## src/design/clk_sel_pkg.sv

```systemverilog
package clk_sel_pkg;
    // =========================================
    // register map (byte addresses)
    localparam logic [7:0] CTRL_ADDR = 8'h00;
    localparam logic [7:0] STAT_ADDR = 8'h04;
    // control field positions
    localparam int F_FORCE_REF = 0;
    localparam int F_TX_HALF = 4;
    localparam int F_RX_HALF = 8;
    localparam int F_TX_SEL = 12;
    localparam int F_RX_SEL = 14;
    localparam int F_BYPASS = 16;
    localparam int F_PWR_DOWN = 18;
    localparam int F_ALIGN = 22;
    localparam logic [31:0] CTRL_RESET = 32'h0000_0000;
    // alignment modes per block
    localparam logic [1:0] ALIGN_INDEP = 2'h0;
    localparam logic [1:0] ALIGN_DUAL = 2'h1;
    localparam logic [1:0] ALIGN_QUAD = 2'h2;
    // =========================================
    // timing
    localparam int CLK_MHZ = 125;
    localparam int REF_LOCK_TIME_NS = 2000;
    localparam int DATA_TRY_TIME_NS = 4000;
    localparam int REF_CYC = (REF_LOCK_TIME_NS * CLK_MHZ + 999) / 1000;
    localparam int TRY_CYC = (DATA_TRY_TIME_NS * CLK_MHZ) / 1000;
    localparam logic [15:0] REF_LAST = 16'(REF_CYC - 1);
    localparam logic [15:0] TRY_LAST = 16'(TRY_CYC - 1);
    // word clock level is msb of an 8-tick count (byte clock / 4)
    localparam int DIV_MSB = 2;
    typedef enum logic [1:0] {
        PLL_REF = 2'b01,
        PLL_DATA = 2'b10
    } pll_state_t;
endpackage

```

## src/design/serdes_core_clock_select.sv

```systemverilog
// Notes on behaviour
// RULE1 - no data: cycle reference lock, data try
// RULE2 - per-channel bit forces reference lock
// RULE3 - word clock is quarter of deserializer rate
// RULE4 - per-channel half or full rate, tx/rx
// RULE5 - recovered and block clocks share rate
// RULE6 - tx word clock is byte clock / 4
// RULE7 - tx select: 0 channel C, 1 D
// RULE8 - rx select: 0 channel C, 1 D
// RULE9 - one rx word clock per block
// RULE10 - each channel outputs own recovered clock
// RULE11 - logic gives locked fifo read clock
// RULE12 - logic locks tx system clocks
// RULE13 - bypass: channel data on own clock
// RULE14 - bypass allows mixed rates, no fifo
// RULE15 - dual/quad align, power down independently
// RULE16 - dual: either recovered clock reads fifo
// RULE17 - quad: one block clock reads both
// RULE18 - same rate: both from tx clock
// RULE19 - mixed rate: one divided by two
// RULE20 - active-low reset clears alignment sync
// RULE21 - clock switch without short pulses
`timescale 1ns/100ps
`default_nettype none
module serdes_core_clock_select
    import clk_sel_pkg::*;
(
    input wire logic clk_sys,
    input wire logic reset,
    input wire logic psel,
    input wire logic penable,
    input wire logic pwrite,
    input wire logic [7:0] paddr,
    input wire logic [31:0] pwdata,
    output logic [31:0] prdata,
    output logic pready,
    output logic pslverr,
    input wire logic [1:0] serdes_reference_clock,
    input wire logic [3:0] rx_data_tick,
    input wire logic [3:0] serial_rx_valid,
    input wire logic align_sync_reset_n,
    output logic [1:0] tx_block_word_clk,
    output logic [1:0] rx_block_word_clk,
    output logic [3:0] rx_recovered_word_clk,
    output logic [3:0] rx_locked_to_data,
    output logic [3:0] rx_fifo_available,
    output logic [1:0] align_active
);
    // =========================================
    // register bus
    logic [31:0] ctrl;
    logic [3:0] force_ref, tx_half, rx_half, power_down;
    logic [1:0] tx_clk_source_sel, rx_clk_source_sel, bypass;
    logic [1:0] tx_act_sel, rx_act_sel;
    logic [1:0] align_mode [2];
    logic access, wr_hit;
    pll_state_t pll_state [4];

    assign force_ref = ctrl[F_FORCE_REF +: 4];
    assign tx_half = ctrl[F_TX_HALF +: 4];
    assign rx_half = ctrl[F_RX_HALF +: 4];
    assign tx_clk_source_sel = ctrl[F_TX_SEL +: 2];
    assign rx_clk_source_sel = ctrl[F_RX_SEL +: 2];
    assign bypass = ctrl[F_BYPASS +: 2];
    assign power_down = ctrl[F_PWR_DOWN +: 4];
    assign align_mode[0] = ctrl[F_ALIGN +: 2];
    assign align_mode[1] = ctrl[F_ALIGN + 2 +: 2];
    assign access = psel && penable && !pready;
    assign wr_hit = psel && penable && pready && pwrite;

    function automatic logic [31:0] status_word();
        logic [31:0] s;
        s = 32'h0000_0000;
        for (int c = 0; c < 4; c++) begin
            s[c] = (pll_state[c] == PLL_DATA);
        end
        s[5:4] = ~bypass;
        s[7:6] = tx_act_sel;
        s[9:8] = rx_act_sel;
        return s;
    endfunction

    always_ff @(posedge clk_sys) begin
        if (reset) begin
            pready <= 1'b0;
            pslverr <= 1'b0;
            prdata <= 32'h0000_0000;
        end else begin
            pready <= access;
            pslverr <= access && paddr != CTRL_ADDR && paddr != STAT_ADDR;
            if (access && !pwrite) begin
                case (paddr)
                    CTRL_ADDR: prdata <= ctrl;
                    STAT_ADDR: prdata <= status_word();
                    default: prdata <= 32'h0000_0000;
                endcase
            end
        end
    end

    always_ff @(posedge clk_sys) begin
        if (reset) begin
            ctrl <= CTRL_RESET;
        end else if (wr_hit && paddr == CTRL_ADDR) begin
            ctrl <= {6'h00, pwdata[25:0]};
        end
    end

    // =========================================
    // receive pll lock sequencing
    logic [15:0] pll_timer [4];

    always_ff @(posedge clk_sys) begin
        for (int c = 0; c < 4; c++) begin
            if (reset || force_ref[c] || power_down[c]) begin
                // RULE2 forced reference lock
                pll_state[c] <= PLL_REF;
                pll_timer[c] <= 16'h0000;
            end else begin
                // RULE1 ref/data lock cycling
                case (pll_state[c])
                    PLL_REF: begin
                        if (pll_timer[c] == REF_LAST) begin
                            pll_state[c] <= PLL_DATA;
                            pll_timer[c] <= 16'h0000;
                        end else begin
                            pll_timer[c] <= pll_timer[c] + 16'h0001;
                        end
                    end
                    PLL_DATA: begin
                        if (serial_rx_valid[c]) begin
                            pll_timer[c] <= 16'h0000;
                        end else if (pll_timer[c] == TRY_LAST) begin
                            pll_state[c] <= PLL_REF;
                            pll_timer[c] <= 16'h0000;
                        end else begin
                            pll_timer[c] <= pll_timer[c] + 16'h0001;
                        end
                    end
                    default: begin
                        pll_state[c] <= PLL_REF;
                        pll_timer[c] <= 16'h0000;
                    end
                endcase
            end
        end
    end

    // =========================================
    // per-channel byte and word clock dividers
    logic [3:0] tx_pre, rx_pre;
    logic [2:0] tx_cnt [4];
    logic [2:0] rx_cnt [4];
    logic [3:0] tx_word, rx_word, rx_src_tick;

    always_comb begin
        for (int c = 0; c < 4; c++) begin
            tx_word[c] = tx_cnt[c][DIV_MSB];
            rx_word[c] = rx_cnt[c][DIV_MSB];
            // RULE13 recovered clock follows own data
            rx_src_tick[c] = (pll_state[c] == PLL_DATA) ? rx_data_tick[c]
                : serdes_reference_clock[c / 2];
        end
    end

    always_ff @(posedge clk_sys) begin
        for (int c = 0; c < 4; c++) begin
            if (reset || power_down[c]) begin
                // RULE15 powered-down channel stops alone
                tx_pre[c] <= 1'b0;
                rx_pre[c] <= 1'b0;
                tx_cnt[c] <= 3'h0;
                rx_cnt[c] <= 3'h0;
            end else begin
                // RULE4 half rate skips every other tick
                if (serdes_reference_clock[c / 2]) begin
                    tx_pre[c] <= !tx_pre[c];
                    // RULE6 byte clock divided by four
                    if (!tx_half[c] || tx_pre[c]) begin
                        tx_cnt[c] <= tx_cnt[c] + 3'h1;
                    end
                end
                // RULE3 word clock at quarter of byte rate
                if (rx_src_tick[c]) begin
                    rx_pre[c] <= !rx_pre[c];
                    if (!rx_half[c] || rx_pre[c]) begin
                        rx_cnt[c] <= rx_cnt[c] + 3'h1;
                    end
                end
            end
        end
    end

    // =========================================
    // block clock multiplexers
    always_ff @(posedge clk_sys) begin
        if (reset) begin
            tx_act_sel <= 2'h0;
            rx_act_sel <= 2'h0;
            tx_block_word_clk <= 2'h0;
            rx_block_word_clk <= 2'h0;
        end else begin
            for (int b = 0; b < 2; b++) begin
                // RULE21 switch only with old, new and output low
                if (!tx_block_word_clk[b]
                        && !tx_word[2 * b + tx_act_sel[b]]
                        && !tx_word[2 * b + tx_clk_source_sel[b]]) begin
                    tx_act_sel[b] <= tx_clk_source_sel[b];
                end
                if (!rx_block_word_clk[b]
                        && !rx_word[2 * b + rx_act_sel[b]]
                        && !rx_word[2 * b + rx_clk_source_sel[b]]) begin
                    rx_act_sel[b] <= rx_clk_source_sel[b];
                end
                // RULE7 tx source channel C or D
                tx_block_word_clk[b] <= tx_word[2 * b + tx_act_sel[b]];
                // RULE9 single rx clock per block
                // RULE8 rx source channel C or D
                rx_block_word_clk[b] <= rx_word[2 * b + rx_act_sel[b]];
            end
        end
    end

    // =========================================
    // channel outputs and alignment state
    always_ff @(posedge clk_sys) begin
        if (reset) begin
            rx_recovered_word_clk <= 4'h0;
            rx_locked_to_data <= 4'h0;
            rx_fifo_available <= 4'h0;
            align_active <= 2'h0;
        end else begin
            for (int c = 0; c < 4; c++) begin
                // RULE5 same rate as block clock
                // RULE10 own recovered word clock
                rx_recovered_word_clk[c] <= rx_word[c];
                rx_locked_to_data[c] <= (pll_state[c] == PLL_DATA);
                // RULE14 no alignment fifo in bypass
                rx_fifo_available[c] <= !bypass[c / 2] && !power_down[c];
            end
            for (int b = 0; b < 2; b++) begin
                // RULE20 alignment held in reset by logic
                align_active[b] <= align_sync_reset_n && !bypass[b]
                    && align_mode[b] != ALIGN_INDEP;
            end
        end
    end
endmodule
`default_nettype wire

```

## config.mk

```make
export PLATFORM = sky130hd
export DESIGN_NAME = serdes_core_clock_select
export DESIGN_NICKNAME = d
export VERILOG_FILES = /design/src/design/clk_sel_pkg.sv /design/src/design/serdes_core_clock_select.sv
export SDC_FILE = /design/constraint.sdc
export NUM_CORES = 1
export LEC_CHECK = 0
export BUFFER_PORTS_ARGS = -buffer_cell sky130_fd_sc_hd__buf_2
export CAP_MARGIN = 30
export CORE_UTILIZATION = 48
export DETAILED_ROUTE_END_ITERATION = 12
export GPL_TIMING_DRIVEN = 0
export MAX_ROUTING_LAYER = met4
export PLACE_DENSITY = 0.68
export SYNTH_ARGS = -nofsm -noshare
export SYNTH_HDL_FRONTEND = slang
export SYNTH_SLANG_ARGS = --single-unit
```

## constraint.sdc

```tcl
create_clock -name clk_sys -period 4.3 [get_ports clk_sys]
set_clock_uncertainty 0.05 [all_clocks]
set_input_delay 0.43 -clock clk_sys [delete_from_list [all_inputs] [get_ports clk_sys]]
set_output_delay 0.43 -clock clk_sys [all_outputs]
set_load 0.03 [all_outputs]
```

After elaboration in Yosys (flattened, before gate mapping) --
Memory sizes are Yosys's and may differ from the RTL's. Index checks and enable logic that the tools add are counted.
Word-level totals: memories 4, bits in writable memories 96, flip-flop bits (word level) 90, output and inout port bits 52
Memory list:
- pll_timer | depth 4, bits a word 16, read ports 4, clocked after memory_dff 0, write ports 4, RTL line serdes_core_clock_select.sv:111 | logic [15:0] pll_timer [4];
- rx_cnt | depth 4, bits a word 3, read ports 4, clocked after memory_dff 0, write ports 4, RTL line serdes_core_clock_select.sv:153 | logic [2:0] rx_cnt [4];
- tx_cnt | depth 4, bits a word 3, read ports 4, clocked after memory_dff 0, write ports 4, RTL line serdes_core_clock_select.sv:152 | logic [2:0] tx_cnt [4];
- pll_state | depth 4, bits a word 2, read ports 4, clocked after memory_dff 0, write ports 4, RTL line serdes_core_clock_select.sv:57 | pll_state_t pll_state [4];
Operators by class: magnitude comparators 8, equality and inequality tests 18, reduce and logical (&&, ||, !) cells 88, muxes and demuxes 213, add/subtract/negate cells 16, bitwise gates (word level) 45
Operator list (count):
- $mux W16 | 24
- $mux W1 | 164
- $add A16 B1 Y16 const B | 4
- $eq A16 B8 Y1 const B | 4
- $eq A16 B9 Y1 const B | 4
- $pmux W26 S2 | 1
- $or A1 B1 Y1 | 44
- $logic_not A1 Y1 | 36
- $add A3 B1 Y3 const B | 8
- $logic_and A1 B1 Y1 | 24
- $mux W2 | 12
- $mux W3 | 8
- $logic_or A1 B1 Y1 | 20
- $add A2 B1 Y3 const A | 4
- $lt A1 B3 Y1 const B | 4
- $lt A3 B3 Y1 const B | 4
- $bmux W1 S2 | 4
- $eq A2 B1 Y1 const B | 4
- $eq A2 B2 Y1 const B | 4
- $eq A8 B3 Y1 const B | 1
- $logic_not A8 Y1 | 1
- $ne A8 B3 Y1 const B | 1
- $reduce_bool A8 Y1 | 1
- $reduce_or A2 Y1 | 4
- other kinds (2) | 3

Logic depth before layout (Yosys ltp) --
An unclocked memory read counts as a cell.
depth in word-level cells 12, gate-level depth with buffers 7, depth with buffers taken out 6

Least setup slack after synthesis --
No wires, ideal clock.
path kind flip-flop to flip-flop, start memory pll_timer[1][9], end memory pll_timer[1][9], data pin, arrival 2.008 ns, stages on the path, launching flop included 6, setup slack 1.987 ns, period minus slack after synthesis 2.313 ns, data required time 3.995 ns, cells stage by stage edfxtp_1 -> or4_4 -> or4_4 -> a2bb2oi_4 -> buf_8 -> nor2_2
RTL lines (RTL line):
- from (decl) | serdes_core_clock_select.sv:111

==> out/qor.csv <==
stage;metric;value;unit
pwr;p_clk_share;42.5;%
critical_path;reg2reg_from;pll_timer[2][2];
critical_path;worstPathRequired;4420;ps
floorplanning;io_pins;108;
clock_tree;clk_pin_slew_worst_paths;70;ps
sta;layout_min_cycle_time;2600;ps
detailed_routing;ant_nets;0;
global_route;grt_pass1_vias;6033;
sta;rsz0062_at_grt;no;
clock_tree;clock_latency;430;ps
sta;max_slew_margin;37.4;%
sta;final.setup.tns;0;ps
synth;async_flop_share;0;%
synth;post-synth-top-count-cell;nor2_1;
synth;synth-seq-cells;180;
synth;ys_seq_area_share;53.8;%
synth;yosys_warnings;0;
critical_path;worstReg2RegEnd;pll_timer[2][14];
synth;ys_types;48;
sta;whs;192;ps
run;maxCapViolations;0;
final_layout;fin_util;57.2;%
sta;setup_viol;0;
detailed_routing;drtIter0Drc;394;
critical_path;cp_data_arrival_time;2720;ps
detailed_routing;via_per_inst;5.36;
critical_path;ff2ff_path_depth;5;
synth;synth_ff_type;edfxtp_1;
global_route;track_usage;23.1;%
detailed_routing;drtPass1Iterations;5;
critical_path;cp_max_fo;10;
placed_design;dp_hpwl;13.7;mm
synth;synth_top_area_share;34.0;%
clock_tree;tritoncts;yes;
clock_tree;root_buffer;clkbuf_16;
synth;synthXorXnorAreaFrac;7.43;%
clock_tree;postCtsSetupRepairBufs;0;
synth;synth_edf_count;96;
critical_path;worst_setup_path_start_kind;flop;
final_layout;nets;1036;
critical_path;r2r_slack;1700;ps
clock_tree;cts_sinks;180;
pwr;leakage;3.80;nW
sta;max_freq;385;MHz
final_layout;layout-drive-gt1-share;17.1;%
detailed_routing;drc;0;
clock_tree;post_cts_resized;0;
critical_path;critical_path_class;flop to flop;
placed_design;gp_congestion;0.796;
synth;synth-simple-area-share;23.2;%
global_route;grt_pass1_wl;31.0;mm
final_layout;area_growth;16.6;%
synth;synth_commonest_cells;135 x nor2_1, 96 x edfxtp_1, 84 x dfxtp_1, 79 x nand2_1, 55 x xnor2_1;
pwr;swShare;23.6;%
placed_design;place_inst;1162;
pwr;power.total;3.83;mW
pwr;power_density;387;mW/mm²
pwr;p_int;2.92;mW
synth;muxShareOfSynthArea;2.21;%
clock_tree;numCtsBuffers;17;
floorplanning;row_count;48;
final_layout;regArea;0.00456;mm²
pwr;seqPwrFrac;50.6;%
floorplanning;initial_core_util;49.0;%
pwr;combPwrFrac;6.9;%
critical_path;crit_path_start;pll_timer[2][2];
global_route;grt_max_degree;17;
synth;synth_compound_area_share;5.75;%
sta;drv_slew;0;
floorplanning;core;0.0173;mm²
worst_hold_path;worstHoldStart;pwdata[11];
synth;syn_area_per_cell;10.1;µm²
floorplanning;dieArea;0.0182;mm²
detailed_routing;avgRoutedWirePerCell;16.2;µm
final_layout;multi_input_comb_area;0.00359;mm²
synth;synth_adder_area_share;3.54;%
final_layout;layoutNonFillerInstCount;1194;
final_layout;n_antenna_cell;0;
worst_hold_path;hold_path_depth;3;
sta;tightest_slew;934;ps
floorplanning;die_h;135;µm
worst_hold_path;hold_class;primary input to flop;
placed_design;io_buffers;93;
sta;finalHoldViolCount;0;
pwr;p_sw;0.904;mW
clock_tree;clockBufferDepth;2;
critical_path;cp-end-kind;flop;
floorplanning;fp.dieW;135;µm
detailed_routing;num_vias;6402;
sta;min_period_over_period;60.5;%
pwr;ir_drop;0.308;mV
global_route;antenna_found_initial;0;
final_layout;n_fill_cell;1537;
detailed_routing;wl;19.4;mm
global_route;grt.overflow.total;0;
synth;syn_area;0.00848;mm²
synth;synth_top_family_by_area;simple AND/OR/NAND/NOR gates;
worst_hold_path;holdPathEnd;ctrl[11];
clock_tree;htreeDepth;4;
synth;synthCells;839;
clock_tree;ctsHoldBuffers;0;
synth;ys_top_cells_by_area;edfxtp_1 34%, dfxtp_1 20%, nor2_1 6.0%, xnor2_1 5.7%, ha_1 3.5%;
outcome;outcome;completed;
synth;yosys.area.top_type;edfxtp_1;
-- registers in the layout, summed over array words and instances, names as in the netlist, 4 cells and up --
register and flops:
rx_fifo_available 4, pll_timer 64, tx_cnt 12, rx_cnt 12, tx_pre 4, ctrl 26
rx_locked_to_data 4, rx_pre 4, rx_recovered_word_clk 4, prdata 26, pll_state 8
-- power groups by stage --
stage               clock [mW]  sequential (mW)  combinational [mW]
floorplan                    0             1.97               0.174
global placement             0             1.97               0.260
detailed placement           0             1.97               0.263
CTS                       1.65             1.94               0.267
global route              1.72             1.95               0.296
finish                    1.63             1.94               0.265
-- layout by cell type, fill, tap and decap left out, drive strengths merged, types with 12 or more instances in the layout --
| cell | n |
|---|---|
| nand3 | 22 |
| dfxtp | 84 |
| or3 | 14 |
| xor2 | 17 |
| nor3 | 27 |
| edfxtp | 96 |
| a22oi | 29 |
| nand2 | 79 |
| a21oi | 28 |
| buf | 109 |
| nor4 | 27 |
| xnor2 | 55 |
| mux2i | 12 |
| clkbuf | 51 |
| nand4 | 25 |
| ha | 24 |
| nor2 | 145 |
| inv | 42 |
-- kinds of logic after synthesis --
group,after synthesis
multiplexers,18
adder cells (fa/ha/maj),24
XOR/XNOR,72
other,1
buffers and inverters,80
flip-flops,180
AO/OA/AOI/OAI,74
AND/OR/NAND/NOR,390
-- critical path: stages, from the launching register on --
cell and delay (ps):
edfxtp_1 480, nor4_1 520, nand4_1 210, a22oi_1 570, clkbuf_1 420, nor2_1 100
-- metal layers --
layer / track usage [%] / share of wire [%] / vias to the layer above
met5: - / 0 / -
met4: 8.30 / 2.0 / 0
met3: 4.73 / 5.6 / 29
met2: 36.0 / 47 / 174
met1: 29.7 / 46 / 3027
li1: - / - / 3172
-- how the worst max path moves through the flow --
stage                       endpoint  cells after the start
finish              pll_timer[2][14]                      5
global route         pll_timer[2][8]                      5
CTS                  pll_timer[2][7]                      5
detailed placement  pll_timer[2][13]                      6
global placement        tx_cnt[0][0]                      5
floorplan            pll_timer[1][9]                      5
-- area by class of cell --
class	count	area share, %
Timing Repair Buffer	93	4.71
Multi-Input combinational cell	584	36.4
Sequential cell	180	46.2
Clock buffer	25	5.77
Buffer	42	2.02
Clock inverter	7	0.696
Inverter	38	1.44
Tap cell	225	2.85
-- per-stage QoR --
stage	setup slack, ps	area, µm²
after floorplan	1990	8500
after global placement	1610	9250
after detailed placement	1600	9250
after CTS	1620	9890
after global routing	1410	9890
final	1700	9890
No activity file was read; power rests on OpenSTA's default activity.
